## src/rtm_pkg.sv

```systemverilog
// constants and carrier types for the reverse turbo mode controller
package rtm_pkg;
   // bus geometry
   localparam int ADDR_W = 8;
   localparam int DATA_W = 32;
   localparam int STRB_W = DATA_W / 8;
   localparam logic [1:0] RESP_OKAY = 2'h0;
   localparam logic [1:0] RESP_SLVERR = 2'h2;
   // register offsets
   localparam logic [ADDR_W-1:0] OFS_CTRL = 8'h00;
   localparam logic [ADDR_W-1:0] OFS_CHG = 8'h04;
   localparam logic [ADDR_W-1:0] OFS_VMIN = 8'h08;
   localparam logic [ADDR_W-1:0] OFS_LSMIN = 8'h0c;
   localparam logic [ADDR_W-1:0] OFS_STAT = 8'h10;
   // first_control_word fields
   localparam int CTL_TURBO_DIS = 0;
   localparam int CTL_TWO_LVL = 1;
   localparam int CTL_CHG_EN = 2;
   localparam int CTL_HYBRID = 3;
   localparam int CTL_ZCE = 4;
   localparam int CTL_W = 5;
   localparam logic [CTL_W-1:0] CTRL_RST = 5'h01;
   // setting widths and reset values
   localparam int CHG_W = 13;
   localparam int VMIN_W = 13;
   localparam int LSMIN_W = 8;
   localparam logic [CHG_W-1:0] CHG_RST = 13'h0000;
   localparam logic [VMIN_W-1:0] VMIN_RST = 13'h0000;
   localparam logic [LSMIN_W-1:0] LSMIN_RST = 8'h14;
   // 40 ms low-discharge qualification
   localparam int unsigned QUAL_TIME_MS = 40;
   localparam int unsigned CLK_KHZ = 200000;
   localparam int unsigned QUAL_CYCLES = QUAL_TIME_MS * CLK_KHZ;
   localparam int QTW = 24;

   typedef enum logic [2:0] {
      MOD_IDLE = 3'h1,
      MOD_HIGH = 3'h2,
      MOD_LOW = 3'h4
   } rtm_mod_t;

   typedef struct packed {
      logic near_pri;
      logic near_sec;
      logic adp_below;
      logic chg_over;
      logic dis_low;
      logic comp_low;
      logic rip_upper;
      logic rip_comp;
      logic phase_zero;
   } rtm_cmp_t;

   typedef struct packed {
      logic high;
      logic low;
   } rtm_gate_t;

   typedef struct packed {
      logic awvalid;
      logic [ADDR_W-1:0] awaddr;
      logic wvalid;
      logic [DATA_W-1:0] wdata;
      logic [STRB_W-1:0] wstrb;
      logic bready;
      logic arvalid;
      logic [ADDR_W-1:0] araddr;
      logic rready;
   } rtm_axi_req_t;

   typedef struct packed {
      logic awready;
      logic wready;
      logic bvalid;
      logic [1:0] bresp;
      logic arready;
      logic rvalid;
      logic [DATA_W-1:0] rdata;
      logic [1:0] rresp;
   } rtm_axi_rsp_t;

   typedef struct packed {
      rtm_axi_rsp_t rsp;
      logic aw_have;
      logic [ADDR_W-1:0] aw_addr;
      logic w_have;
      logic [DATA_W-1:0] w_data;
      logic [STRB_W-1:0] w_strb;
      logic [CTL_W-1:0] ctrl;
      logic [CHG_W-1:0] chg;
      logic [VMIN_W-1:0] vmin;
      logic [LSMIN_W-1:0] lsmin;
      logic turbo;
      logic halt;
      logic charge;
      logic boost;
      logic [QTW-1:0] qual_cnt;
      rtm_mod_t mode;
      rtm_gate_t gate;
      logic [LSMIN_W-1:0] ls_cnt;
      logic zero_seen;
   } rtm_state_t;

   localparam rtm_state_t ST_RST = '{mode: MOD_IDLE, ctrl: CTRL_RST, chg: CHG_RST, vmin: VMIN_RST,
                                     lsmin: LSMIN_RST, default: '0};
endpackage

```

## src/rtm_ctrl.sv

```systemverilog
// reverse turbo mode control, charge decode and ripple modulator with axi4-lite registers
// How it works
// [RULE1] halt charging first, then reverse into turbo
// [RULE2] enter turbo: near limit, low charge, low error
// [RULE3] secondary limit when two-level limit enabled
// [RULE4] leave turbo when charge exceeds 150mA
// [RULE5] leave turbo: below limit and error low
// [RULE6] leave turbo after 40ms low discharge
// [RULE7] turbo bit 0 permits boost, 1 forbids
// [RULE8] charge only when enabled and current nonzero
// [RULE9] host sets both settings zero or nonzero
// [RULE10] minimum low-side on-time stretches the period
// [RULE11] zero-cross mode drops low gate at zero
// [RULE12] pulse ends at upper level, restarts at error
// [RULE13] control word bit 0 drives turbo bit
// [RULE14] host disables charging before enabling turbo
// [RULE15] qualification timer restarts on high discharge
`timescale 1ns/1ps
module rtm_ctrl #(
   parameter int unsigned QUAL_CYCLES = rtm_pkg::QUAL_CYCLES
) (
   // clock, reset, enable
   input wire logic aclk,
   input wire logic aresetn,
   input wire logic ce,
   // register bus
   input wire rtm_pkg::rtm_axi_req_t axi_req,
   output rtm_pkg::rtm_axi_rsp_t axi_rsp,
   // comparator flags from the analog side
   input wire rtm_pkg::rtm_cmp_t cmp_async,
   // power stage and status
   output rtm_pkg::rtm_gate_t gate,
   output logic turbo_active,
   output logic charge_run,
   output logic boost_allow,
   output logic charge_halted
);
   localparam int QW = rtm_pkg::QTW;
   localparam logic [QW-1:0] QUAL_LAST = QW'(QUAL_CYCLES - 1);
   localparam logic [rtm_pkg::LSMIN_W-1:0] LSMIN_ONE = 8'h01;

   rtm_pkg::rtm_state_t q;
   rtm_pkg::rtm_state_t d;
   rtm_pkg::rtm_cmp_t s;
   logic near;
   logic perm;
   logic chg_ok;
   logic run;
   logic min_met;
   logic qual_done;
   logic [rtm_pkg::DATA_W-1:0] wr_val;

   rtm_sync #(.W($bits(rtm_pkg::rtm_cmp_t))) u_sync (
      .aclk(aclk),
      .aresetn(aresetn),
      .ce(ce),
      .d(cmp_async),
      .q(s)
   );

   function automatic logic [rtm_pkg::DATA_W-1:0] merge(input logic [rtm_pkg::DATA_W-1:0] old,
         input logic [rtm_pkg::DATA_W-1:0] nw, input logic [rtm_pkg::STRB_W-1:0] strb);
      logic [rtm_pkg::DATA_W-1:0] r;
      r = old;
      for (int i = 0; i < rtm_pkg::STRB_W; i++) begin
         if (strb[i]) begin
            r[8*i +: 8] = nw[8*i +: 8];
         end
      end
      return r;
   endfunction

   function automatic logic [rtm_pkg::DATA_W-1:0] cur_val(input rtm_pkg::rtm_state_t st,
         input logic [rtm_pkg::ADDR_W-1:0] a);
      logic [rtm_pkg::DATA_W-1:0] v;
      v = '0;
      unique case (a)
         rtm_pkg::OFS_CTRL: v = rtm_pkg::DATA_W'(st.ctrl);
         rtm_pkg::OFS_CHG: v = rtm_pkg::DATA_W'(st.chg);
         rtm_pkg::OFS_VMIN: v = rtm_pkg::DATA_W'(st.vmin);
         rtm_pkg::OFS_LSMIN: v = rtm_pkg::DATA_W'(st.lsmin);
         rtm_pkg::OFS_STAT: v = rtm_pkg::DATA_W'({st.mode, st.zero_seen, st.gate, st.halt, st.boost,
                                                  st.charge, st.turbo});
         default: v = '0;
      endcase
      return v;
   endfunction

   function automatic logic mapped(input logic [rtm_pkg::ADDR_W-1:0] a);
      return a == rtm_pkg::OFS_CTRL || a == rtm_pkg::OFS_CHG || a == rtm_pkg::OFS_VMIN ||
             a == rtm_pkg::OFS_LSMIN || a == rtm_pkg::OFS_STAT;
   endfunction

   always_comb begin
      d = q;
      wr_val = '0;
      // write path: address and data taken independently
      if (axi_req.awvalid && q.rsp.awready) begin
         d.aw_have = 1'b1;
         d.aw_addr = axi_req.awaddr;
      end
      if (axi_req.wvalid && q.rsp.wready) begin
         d.w_have = 1'b1;
         d.w_data = axi_req.wdata;
         d.w_strb = axi_req.wstrb;
      end
      if (q.rsp.bvalid && axi_req.bready) begin
         d.rsp.bvalid = 1'b0;
      end
      if (q.aw_have && q.w_have && !q.rsp.bvalid) begin
         wr_val = merge(cur_val(q, q.aw_addr), q.w_data, q.w_strb);
         d.aw_have = 1'b0;
         d.w_have = 1'b0;
         d.rsp.bvalid = 1'b1;
         d.rsp.bresp = rtm_pkg::RESP_OKAY;
         unique case (q.aw_addr)
            rtm_pkg::OFS_CTRL: d.ctrl = wr_val[rtm_pkg::CTL_W-1:0]; // [RULE13]
            rtm_pkg::OFS_CHG: d.chg = wr_val[rtm_pkg::CHG_W-1:0];
            rtm_pkg::OFS_VMIN: d.vmin = wr_val[rtm_pkg::VMIN_W-1:0];
            rtm_pkg::OFS_LSMIN: d.lsmin = wr_val[rtm_pkg::LSMIN_W-1:0];
            // status is read-only; writes to it are accepted and dropped
            rtm_pkg::OFS_STAT: d.rsp.bresp = rtm_pkg::RESP_OKAY;
            default: d.rsp.bresp = rtm_pkg::RESP_SLVERR;
         endcase
      end
      d.rsp.awready = !d.aw_have;
      d.rsp.wready = !d.w_have;
      // read path
      if (q.rsp.rvalid && axi_req.rready) begin
         d.rsp.rvalid = 1'b0;
      end
      if (axi_req.arvalid && q.rsp.arready) begin
         d.rsp.rvalid = 1'b1;
         d.rsp.rdata = cur_val(q, axi_req.araddr);
         d.rsp.rresp = mapped(axi_req.araddr) ? rtm_pkg::RESP_OKAY : rtm_pkg::RESP_SLVERR;
      end
      d.rsp.arready = !d.rsp.rvalid;

      // mode decisions on synchronised flags
      near = q.ctrl[rtm_pkg::CTL_TWO_LVL] ? s.near_sec : s.near_pri; // [RULE3]
      perm = !q.ctrl[rtm_pkg::CTL_TURBO_DIS]; // [RULE7]
      // next-state settings, so a write that clears charging stops it in the same cycle
      chg_ok = d.ctrl[rtm_pkg::CTL_CHG_EN] && (d.chg != '0); // [RULE8]
      // a zero charge setting with charging enabled simply keeps charging off
      qual_done = q.turbo && s.dis_low && q.qual_cnt == QUAL_LAST; // [RULE6]
      d.boost = perm;
      // stop charging first; reversal needs the halt already in place
      if (!(q.ctrl[rtm_pkg::CTL_HYBRID] && perm)) begin
         d.halt = 1'b0;
      end else if (near) begin
         d.halt = 1'b1; // [RULE1]
      end else if (!q.turbo && s.adp_below) begin
         d.halt = 1'b0;
      end
      if (q.turbo) begin
         if (!(q.ctrl[rtm_pkg::CTL_HYBRID] && perm) || s.chg_over || // [RULE4]
             (s.adp_below && s.comp_low) || qual_done) begin // [RULE5]
            d.turbo = 1'b0;
         end
      end else if (q.ctrl[rtm_pkg::CTL_HYBRID] && perm && q.halt && near && !s.chg_over && s.comp_low) begin
         d.turbo = 1'b1; // [RULE1] [RULE2]
      end
      if (q.turbo && s.dis_low && !qual_done) begin
         d.qual_cnt = q.qual_cnt + QW'(1);
      end else begin
         d.qual_cnt = '0; // [RULE15]
      end
      d.charge = chg_ok && !d.halt && !d.turbo; // [RULE8]

      // ripple modulator
      run = q.charge || q.turbo;
      min_met = q.ls_cnt >= q.lsmin;
      unique case (q.mode)
         rtm_pkg::MOD_IDLE: begin
            if (run && s.rip_comp) begin
               d.mode = rtm_pkg::MOD_HIGH; // [RULE12]
            end
         end
         rtm_pkg::MOD_HIGH: begin
            if (!run) begin
               d.mode = rtm_pkg::MOD_IDLE;
            end else if (s.rip_upper) begin
               d.mode = rtm_pkg::MOD_LOW; // [RULE12]
            end
         end
         rtm_pkg::MOD_LOW: begin
            // every exit waits for the minimum on-time, which stretches the period
            if (min_met) begin // [RULE10]
               if (q.ctrl[rtm_pkg::CTL_ZCE] && (q.zero_seen || s.phase_zero)) begin
                  d.mode = rtm_pkg::MOD_IDLE; // [RULE11]
               end else if (!run) begin
                  d.mode = rtm_pkg::MOD_IDLE;
               end else if (s.rip_comp) begin
                  d.mode = rtm_pkg::MOD_HIGH; // [RULE12]
               end
            end
         end
         default: d.mode = rtm_pkg::MOD_IDLE;
      endcase
      if (q.mode == rtm_pkg::MOD_LOW) begin
         d.zero_seen = q.zero_seen || s.phase_zero;
         d.ls_cnt = (q.ls_cnt == '1) ? q.ls_cnt : q.ls_cnt + LSMIN_ONE;
      end else begin
         d.zero_seen = 1'b0;
         d.ls_cnt = '0;
      end
      d.gate.high = d.mode == rtm_pkg::MOD_HIGH;
      d.gate.low = d.mode == rtm_pkg::MOD_LOW;
   end

   always_ff @(posedge aclk) begin
      if (!aresetn) begin
         q <= rtm_pkg::ST_RST;
      end else if (ce) begin
         q <= d;
      end
   end

   assign axi_rsp = q.rsp;
   assign gate = q.gate;
   assign turbo_active = q.turbo;
   assign charge_run = q.charge;
   assign boost_allow = q.boost;
   assign charge_halted = q.halt;
endmodule

```

## src/rtm_sync.sv

```systemverilog
// two-stage synchroniser for asynchronous comparator flags
`timescale 1ns/1ps
module rtm_sync #(
   parameter int W = 1
) (
   // clock and reset
   input wire logic aclk,
   input wire logic aresetn,
   input wire logic ce,
   // flags
   input wire logic [W-1:0] d,
   output logic [W-1:0] q
);
   logic [1:0][W-1:0] stages_q;
   logic [1:0][W-1:0] stages_d;

   // first stage feeds only the second
   always_comb begin
      stages_d = {stages_q[0], d};
   end

   always_ff @(posedge aclk) begin
      if (!aresetn) begin
         stages_q <= '0;
      end else if (ce) begin
         stages_q <= stages_d;
      end
   end

   assign q = stages_q[1];
endmodule

```

## config.mk

```make
export PLATFORM = sky130hd
export DESIGN_NAME = rtm_ctrl
export DESIGN_NICKNAME = d
export VERILOG_FILES = /design/src/rtm_pkg.sv /design/src/rtm_ctrl.sv /design/src/rtm_sync.sv
export SDC_FILE = /design/constraint.sdc
export NUM_CORES = 1
export LEC_CHECK = 0
export ABC_AREA = 1
export CORE_MARGIN = 2
export CORE_UTILIZATION = 31
export DETAILED_ROUTE_END_ITERATION = 10
export DONT_BUFFER_PORTS = 1
export GPL_ROUTABILITY_DRIVEN = 0
export SKIP_CTS_REPAIR_TIMING = 1
export SLEW_MARGIN = 20
export SYNTH_ARGS = -nofsm -noshare
export SYNTH_HDL_FRONTEND = slang
export SYNTH_HIERARCHICAL = 1
export SYNTH_SLANG_ARGS = --single-unit
```

## constraint.sdc

```tcl
create_clock -name aclk -period 2.36 [get_ports aclk]
set_input_delay 0.236 -clock aclk [delete_from_list [all_inputs] [get_ports aclk]]
set_output_delay 0.236 -clock aclk [all_outputs]
set_load 0.01 [all_outputs]
```

; Yosys cells after proc, flatten, opt, wreduce, memory -nomap -nowiden
; Index checks and enable logic that the tools add are counted.
[word_totals]
wordCells = 142
ff_bits = 186
output_inout_bits = 47
inputBits = 69
[classes]
mux = 37
magnitude_cmp = 1
n_reduce_logical = 56
eq_ne = 16
n_addsub = 2
[ops]
columns = operator, n
row1 = $mux 37, 2
row2 = $pmux 13 s5, 1
row3 = $pmux 13 s3, 1
row4 = $mux 35, 1
row5 = $eq 8x4->1 const B, 4
row6 = $mux 3, 9
row7 = $mux 13, 2
row8 = $add 24x1->24 const B, 1
row9 = $eq 24x23->1 const B, 1
row10 = $mux 24, 1
row11 = $mux 8, 3
row12 = $logic_and 1x1->1, 22
row13 = $mux 9, 2
row14 = $eq 8x3->1 const B, 2
row15 = $eq 8x5->1 const B, 2
row16 = $logic_not 8->1, 2
row17 = $reduce_bool 13->1, 1
row18 = $reduce_and 2->1, 6
row19 = $logic_not 1->1, 11
row20 = $mux 1, 11
row21 = $logic_or 1x1->1, 9
row22 = $pmux 3 s3, 1
row23 = $reduce_and 3->1, 3
row24 = $add 8x1->8 const B, 1
row25 = 10 further kinds, 13

; Longest topological paths before layout
[depth]
ltp_word = 10
ltp_mapped = 16
ltp_nobuf = 16

; By module
; The synthesis kept the hierarchy.
[by_module_without_submodules]
columns = module, cells_per_inst, area_each_um2, n_inst, seq_area_each_um2
row1 = rtm_ctrl, 972, 6622.6, 1, 2522.4
row2 = rtm_sync, 114, 758.2, 1, 360.3

; Worst setup path before layout
; No wires, ideal clock.
[synth_timing]
path_kind = register to register
start = register q[14] (netlist bit)
end = register q[36] (netlist bit)
synth_period_minus_slack_ps = 1778
t_required_ps = 2245
setup_ps = 115
path_buffers = 0
arrival_time_ps = 1664
setup_slack_ps = 582
stages_incl_launch_ff = 14
path_cell_list = dfxtp_1 ha_1 inv_1 nor3_4 nand2_2 nor2_2 nand3_2 nor2_4 nand2_2 nor2_4 nand3_2 nor2_2 a21oi_1 o21a_1
[synth_between]
elab_chain_len = 5
elab_cells_between_ends = 6
cone_classes = add/sub (1) / eq/ne (1) / mux (1) / reduce/logical (3)
[synth_lines]
columns = element, line
row1 = "start, declared", rtm_ctrl.sv:42  ; rtm_pkg::rtm_state_t q;
row2 = "start signal, assigned", rtm_ctrl.sv:213  ; q <= rtm_pkg::ST_RST;
row3 = "parallel branches: the longest is 4 deep, another holds $add 24x1->24", --
row4 = $mux 24 *, rtm_ctrl.sv:163  ; if (q.turbo && s.dis_low && !qual_done) begin
; Every way passes the cells marked *.
; A chain may end at the register's enable or synchronous reset.

; Worst setup path in the final report
[layout_timing]
start = register q[122] (netlist bit)
end = register q, in the netlist charge_run
[layout_between]
elab_chain_len = 9
elab_cells_between_ends = 14
cone_classes = eq/ne (3) / mux (6) / reduce/logical (5)
[layout_lines]
columns = element, line
row1 = $eq 8x4->1 or $eq 8x3->1 (tied branches), "rtm_ctrl.sv:77, rtm_ctrl.sv:116"
row2 = $pmux 13 s3, rtm_ctrl.sv:77  ; unique case (a)
row3 = $mux 8 or $mux 5 (tied branches), rtm_ctrl.sv:66  ; if (strb[i]) begin
row4 = $mux 13, rtm_ctrl.sv:116  ; unique case (q.aw_addr)
row5 = $mux 37 *, rtm_ctrl.sv:110  ; if (q.aw_have && q.w_have && !q.rsp.bvalid) begin
row6 = $reduce_bool 13->1, rtm_ctrl.sv:143  ; chg_ok = d.ctrl[rtm_pkg::CTL_CHG_EN] && (d.chg != '0);
row7 = $logic_and 1x1->1 *, rtm_ctrl.sv:143
row8 = $logic_and 1x1->1 * (2 in series), rtm_ctrl.sv:168  ; d.charge = chg_ok && !d.halt && !d.turbo;
; Every way passes the cells marked *; elsewhere a longest branch is shown, timed or not.

==> impl_metrics.toml <==
[floorplan]
initial_core_util_pct = 31.5
fp.dieW_um = 158
die-area_um2 = 25100
pin_count = 116
rows = 56
die_h_um = 158
coreArea_um2 = 23400

[sta]
setup_viol = 0
slew-limit-headroom_pct = 43.6
rsz0062_at_grt = "no"
post-route-period-util_pct = 88.3
slew_violations = 0
holdWs_ps = -37.6
tightest_slew_ps = 843
hold_viol = 11
fmax_ghz = 0.480
fin_setup_tns_ps = 0
fin_worst_skew_ps = 13.1
period_needed_ps = 2080

[global_routing]
grt.total_usage_pct = 16.0
grt_max_degree = 89
grt_pass1_wl_um = 31500
overflow = 0
grt_pass1_vias = 6097
antenna_found_initial = 0

[finish]
drive_above_1_share_pct = 6.92
final_common_cell = "nand2_1"
regArea_um2 = 2880
nFillCells = 2513
area_growth_pct = 11.1
n_antenna_cell = 0
finalInstanceArea_um2 = 8200
final_nets = 1150
multi_input_area_um2 = 3480
final_cell_mix = "nand2_1 (217), inv_1 (150), dfxtp_1 (144)"

[routing]
remaining_drc_errors = 0
drt_wl_total_um = 20600
viasPerCell = 4.79
vias = 6714
ant_nets = 0
drtIter0Drc = 585
routedWlPerCell_um = 14.7
dr.pass1.iters = 5

[logic_synthesis]
synth_warnings = 6
syn_area_um2 = 7380
ys_seq_area_share_pct = 39.1
synth_area_leader_cell = "dfxtp_1"
syn_area_per_cell_um2 = 6.80
synth_edf_count = 0
async_flop_share_pct = 0
ys_ff_latch = 144
ys.flop_type = "dfxtp_1"
syn_inst = 1086
synth_top_area_share_pct = 39.1
synthTopCellsByArea = "dfxtp_1 (39%), nand2_1 (11%), inv_1 (7.6%), a21oi_1 (7.1%), o21ai_0 (6.3%)"
synth_cell_types = 47

[worst_setup_path]
cp_slowest_cell = "dfxtp_1"
crit_type = "reg -> reg"
startpoint_type = "flip-flop"
worstPathMaxFanout = 7
end_kind = "flip-flop"
crit_path_cell_trace = "nor2_1, nand2_1, inv_2, nand2_1, nor2_2, or2_2, nand2_1, nand2_1, nor3_1, nand3_1, nand2_1, a21oi_1"
crit_arrival_ps = 2350
cpMostUsedCell = "nand2_1"
critical_path_required_ps = 2620
max_stage_delay_ps = 320

[clock_tree]
clkTransAtPathRegs_ps = 60
cts_buffers = 17
cts.sinks = 144
cts_buffer_depth = 2
htree_levels = 4
clk_latency_ps = 430
cts-root-buf = "clkbuf_16"
cts_tree = "yes"

[job]
maxCapViolations = 0

[place]
dpl-instance-area_um2 = 7480
port_buffers = 0
hpwlAfterDp_um = 14100

[run_status]
status = "complete, but fails checks"
violations = "hold timing"

[min_path]
hold_path.class = "in -> reg"

[pwr]
power.density_nw_per_um2 = 701
peakVddDrop_uv = 569
leakage_uw = 0.00344
design_power_total_uw = 5740
Yosys cell counts (3+ instances only):
cell	count
buf_1	3
nor3_1	17
nor4_1	4
a211oi_1	7
dfxtp_1	144
nand3_1	67
a21oi_1	105
nor2_4	3
ha_1	10
nand4_1	4
clkbuf_1	24
o22ai_1	8
nor3b_1	6
o211ai_1	7
inv_1	150
or2_2	5
nand2_1	217
xor2_1	4
buf_4	45
nor2_1	111
buf_6	4
o21a_1	4
inv_2	3
buf_2	7
a31oi_1	5
o21ai_0	93
critical path: cells and delay by family (launching register included):
family | cells | cell delay [ps]
AOI/OAI and AO/OA | 1 | 50
buffers and inverters | 1 | 80
DFF | 1 | 320
and+or+nand+nor | 10 | 1470
through the flow:
step                      util, %  worst slack, ps  instances  hold WS [ps]
final                        35.0              276       1403         -37.6
after global routing         35.0             55.4       1403          2.67
after CTS                    34.5              191       1393          -100
after detailed placement     32.0              205       1361           345
after global placement       32.0              228       1361           342
after floorplan                 -              582       1106           399
report_power, final:
part           switching, uW  internal (uW)
Combinational            279            132
Clock                   1070           1690
Sequential              65.3           2510
Total                   1410           4330
path summary, 6_finish.rpt:
kind,to,slack [ps],startpoint,depth (start not counted)
worst max-delay path,charge_run,280,q[122],12
worst min-delay path,axi_rsp[35],-40,aresetn,2
worst max register to register,charge_run,280,q[122],12
worst min register to register,q[96],450,q[96],2
layer usage:
metal / global-route usage [%] / vias up / wire length, um
met5: 0 / - / 0
met4: 4.33 / 0 / 269
met2: 24.8 / 224 / 9100
met3: 3.65 / 24 / 1380
met1: 22.3 / 3035 / 9830
li1: - / 3431 / -
kinds of logic (layout without fill, tap and decap cells):
logic type	count (synthesis)	in the layout	share of synthesized area [%]
AOI/OAI and AO/OA	243	243	17.9
and+or+nand+nor	444	445	25.7
adders and majority gates	10	10	1.70
xor gates and xnor gates	6	6	0.712
DFF	144	144	39.1
other	1	21	0.0508
buffers and inverters	238	215	14.9
sequential cells by signal, indices dropped and copies added (netlist names):
signal,count
gate,2
u_sync/q,9
turbo_active,1
charge_halted,1
boost_allow,1
charge_run,1
q,100
u_sync/stages_d,9
axi_rsp,20
final cells by class:
class	count	area share [%]
multi-input combinational	725	42.5
sequential	144	35.2
inverter	155	7.10
clock buffer	19	5.40
tap	319	4.87
timing repair buffer	28	3.02
clock inverter	13	1.98
No activity file was read; power rests on OpenSTA's default activity.
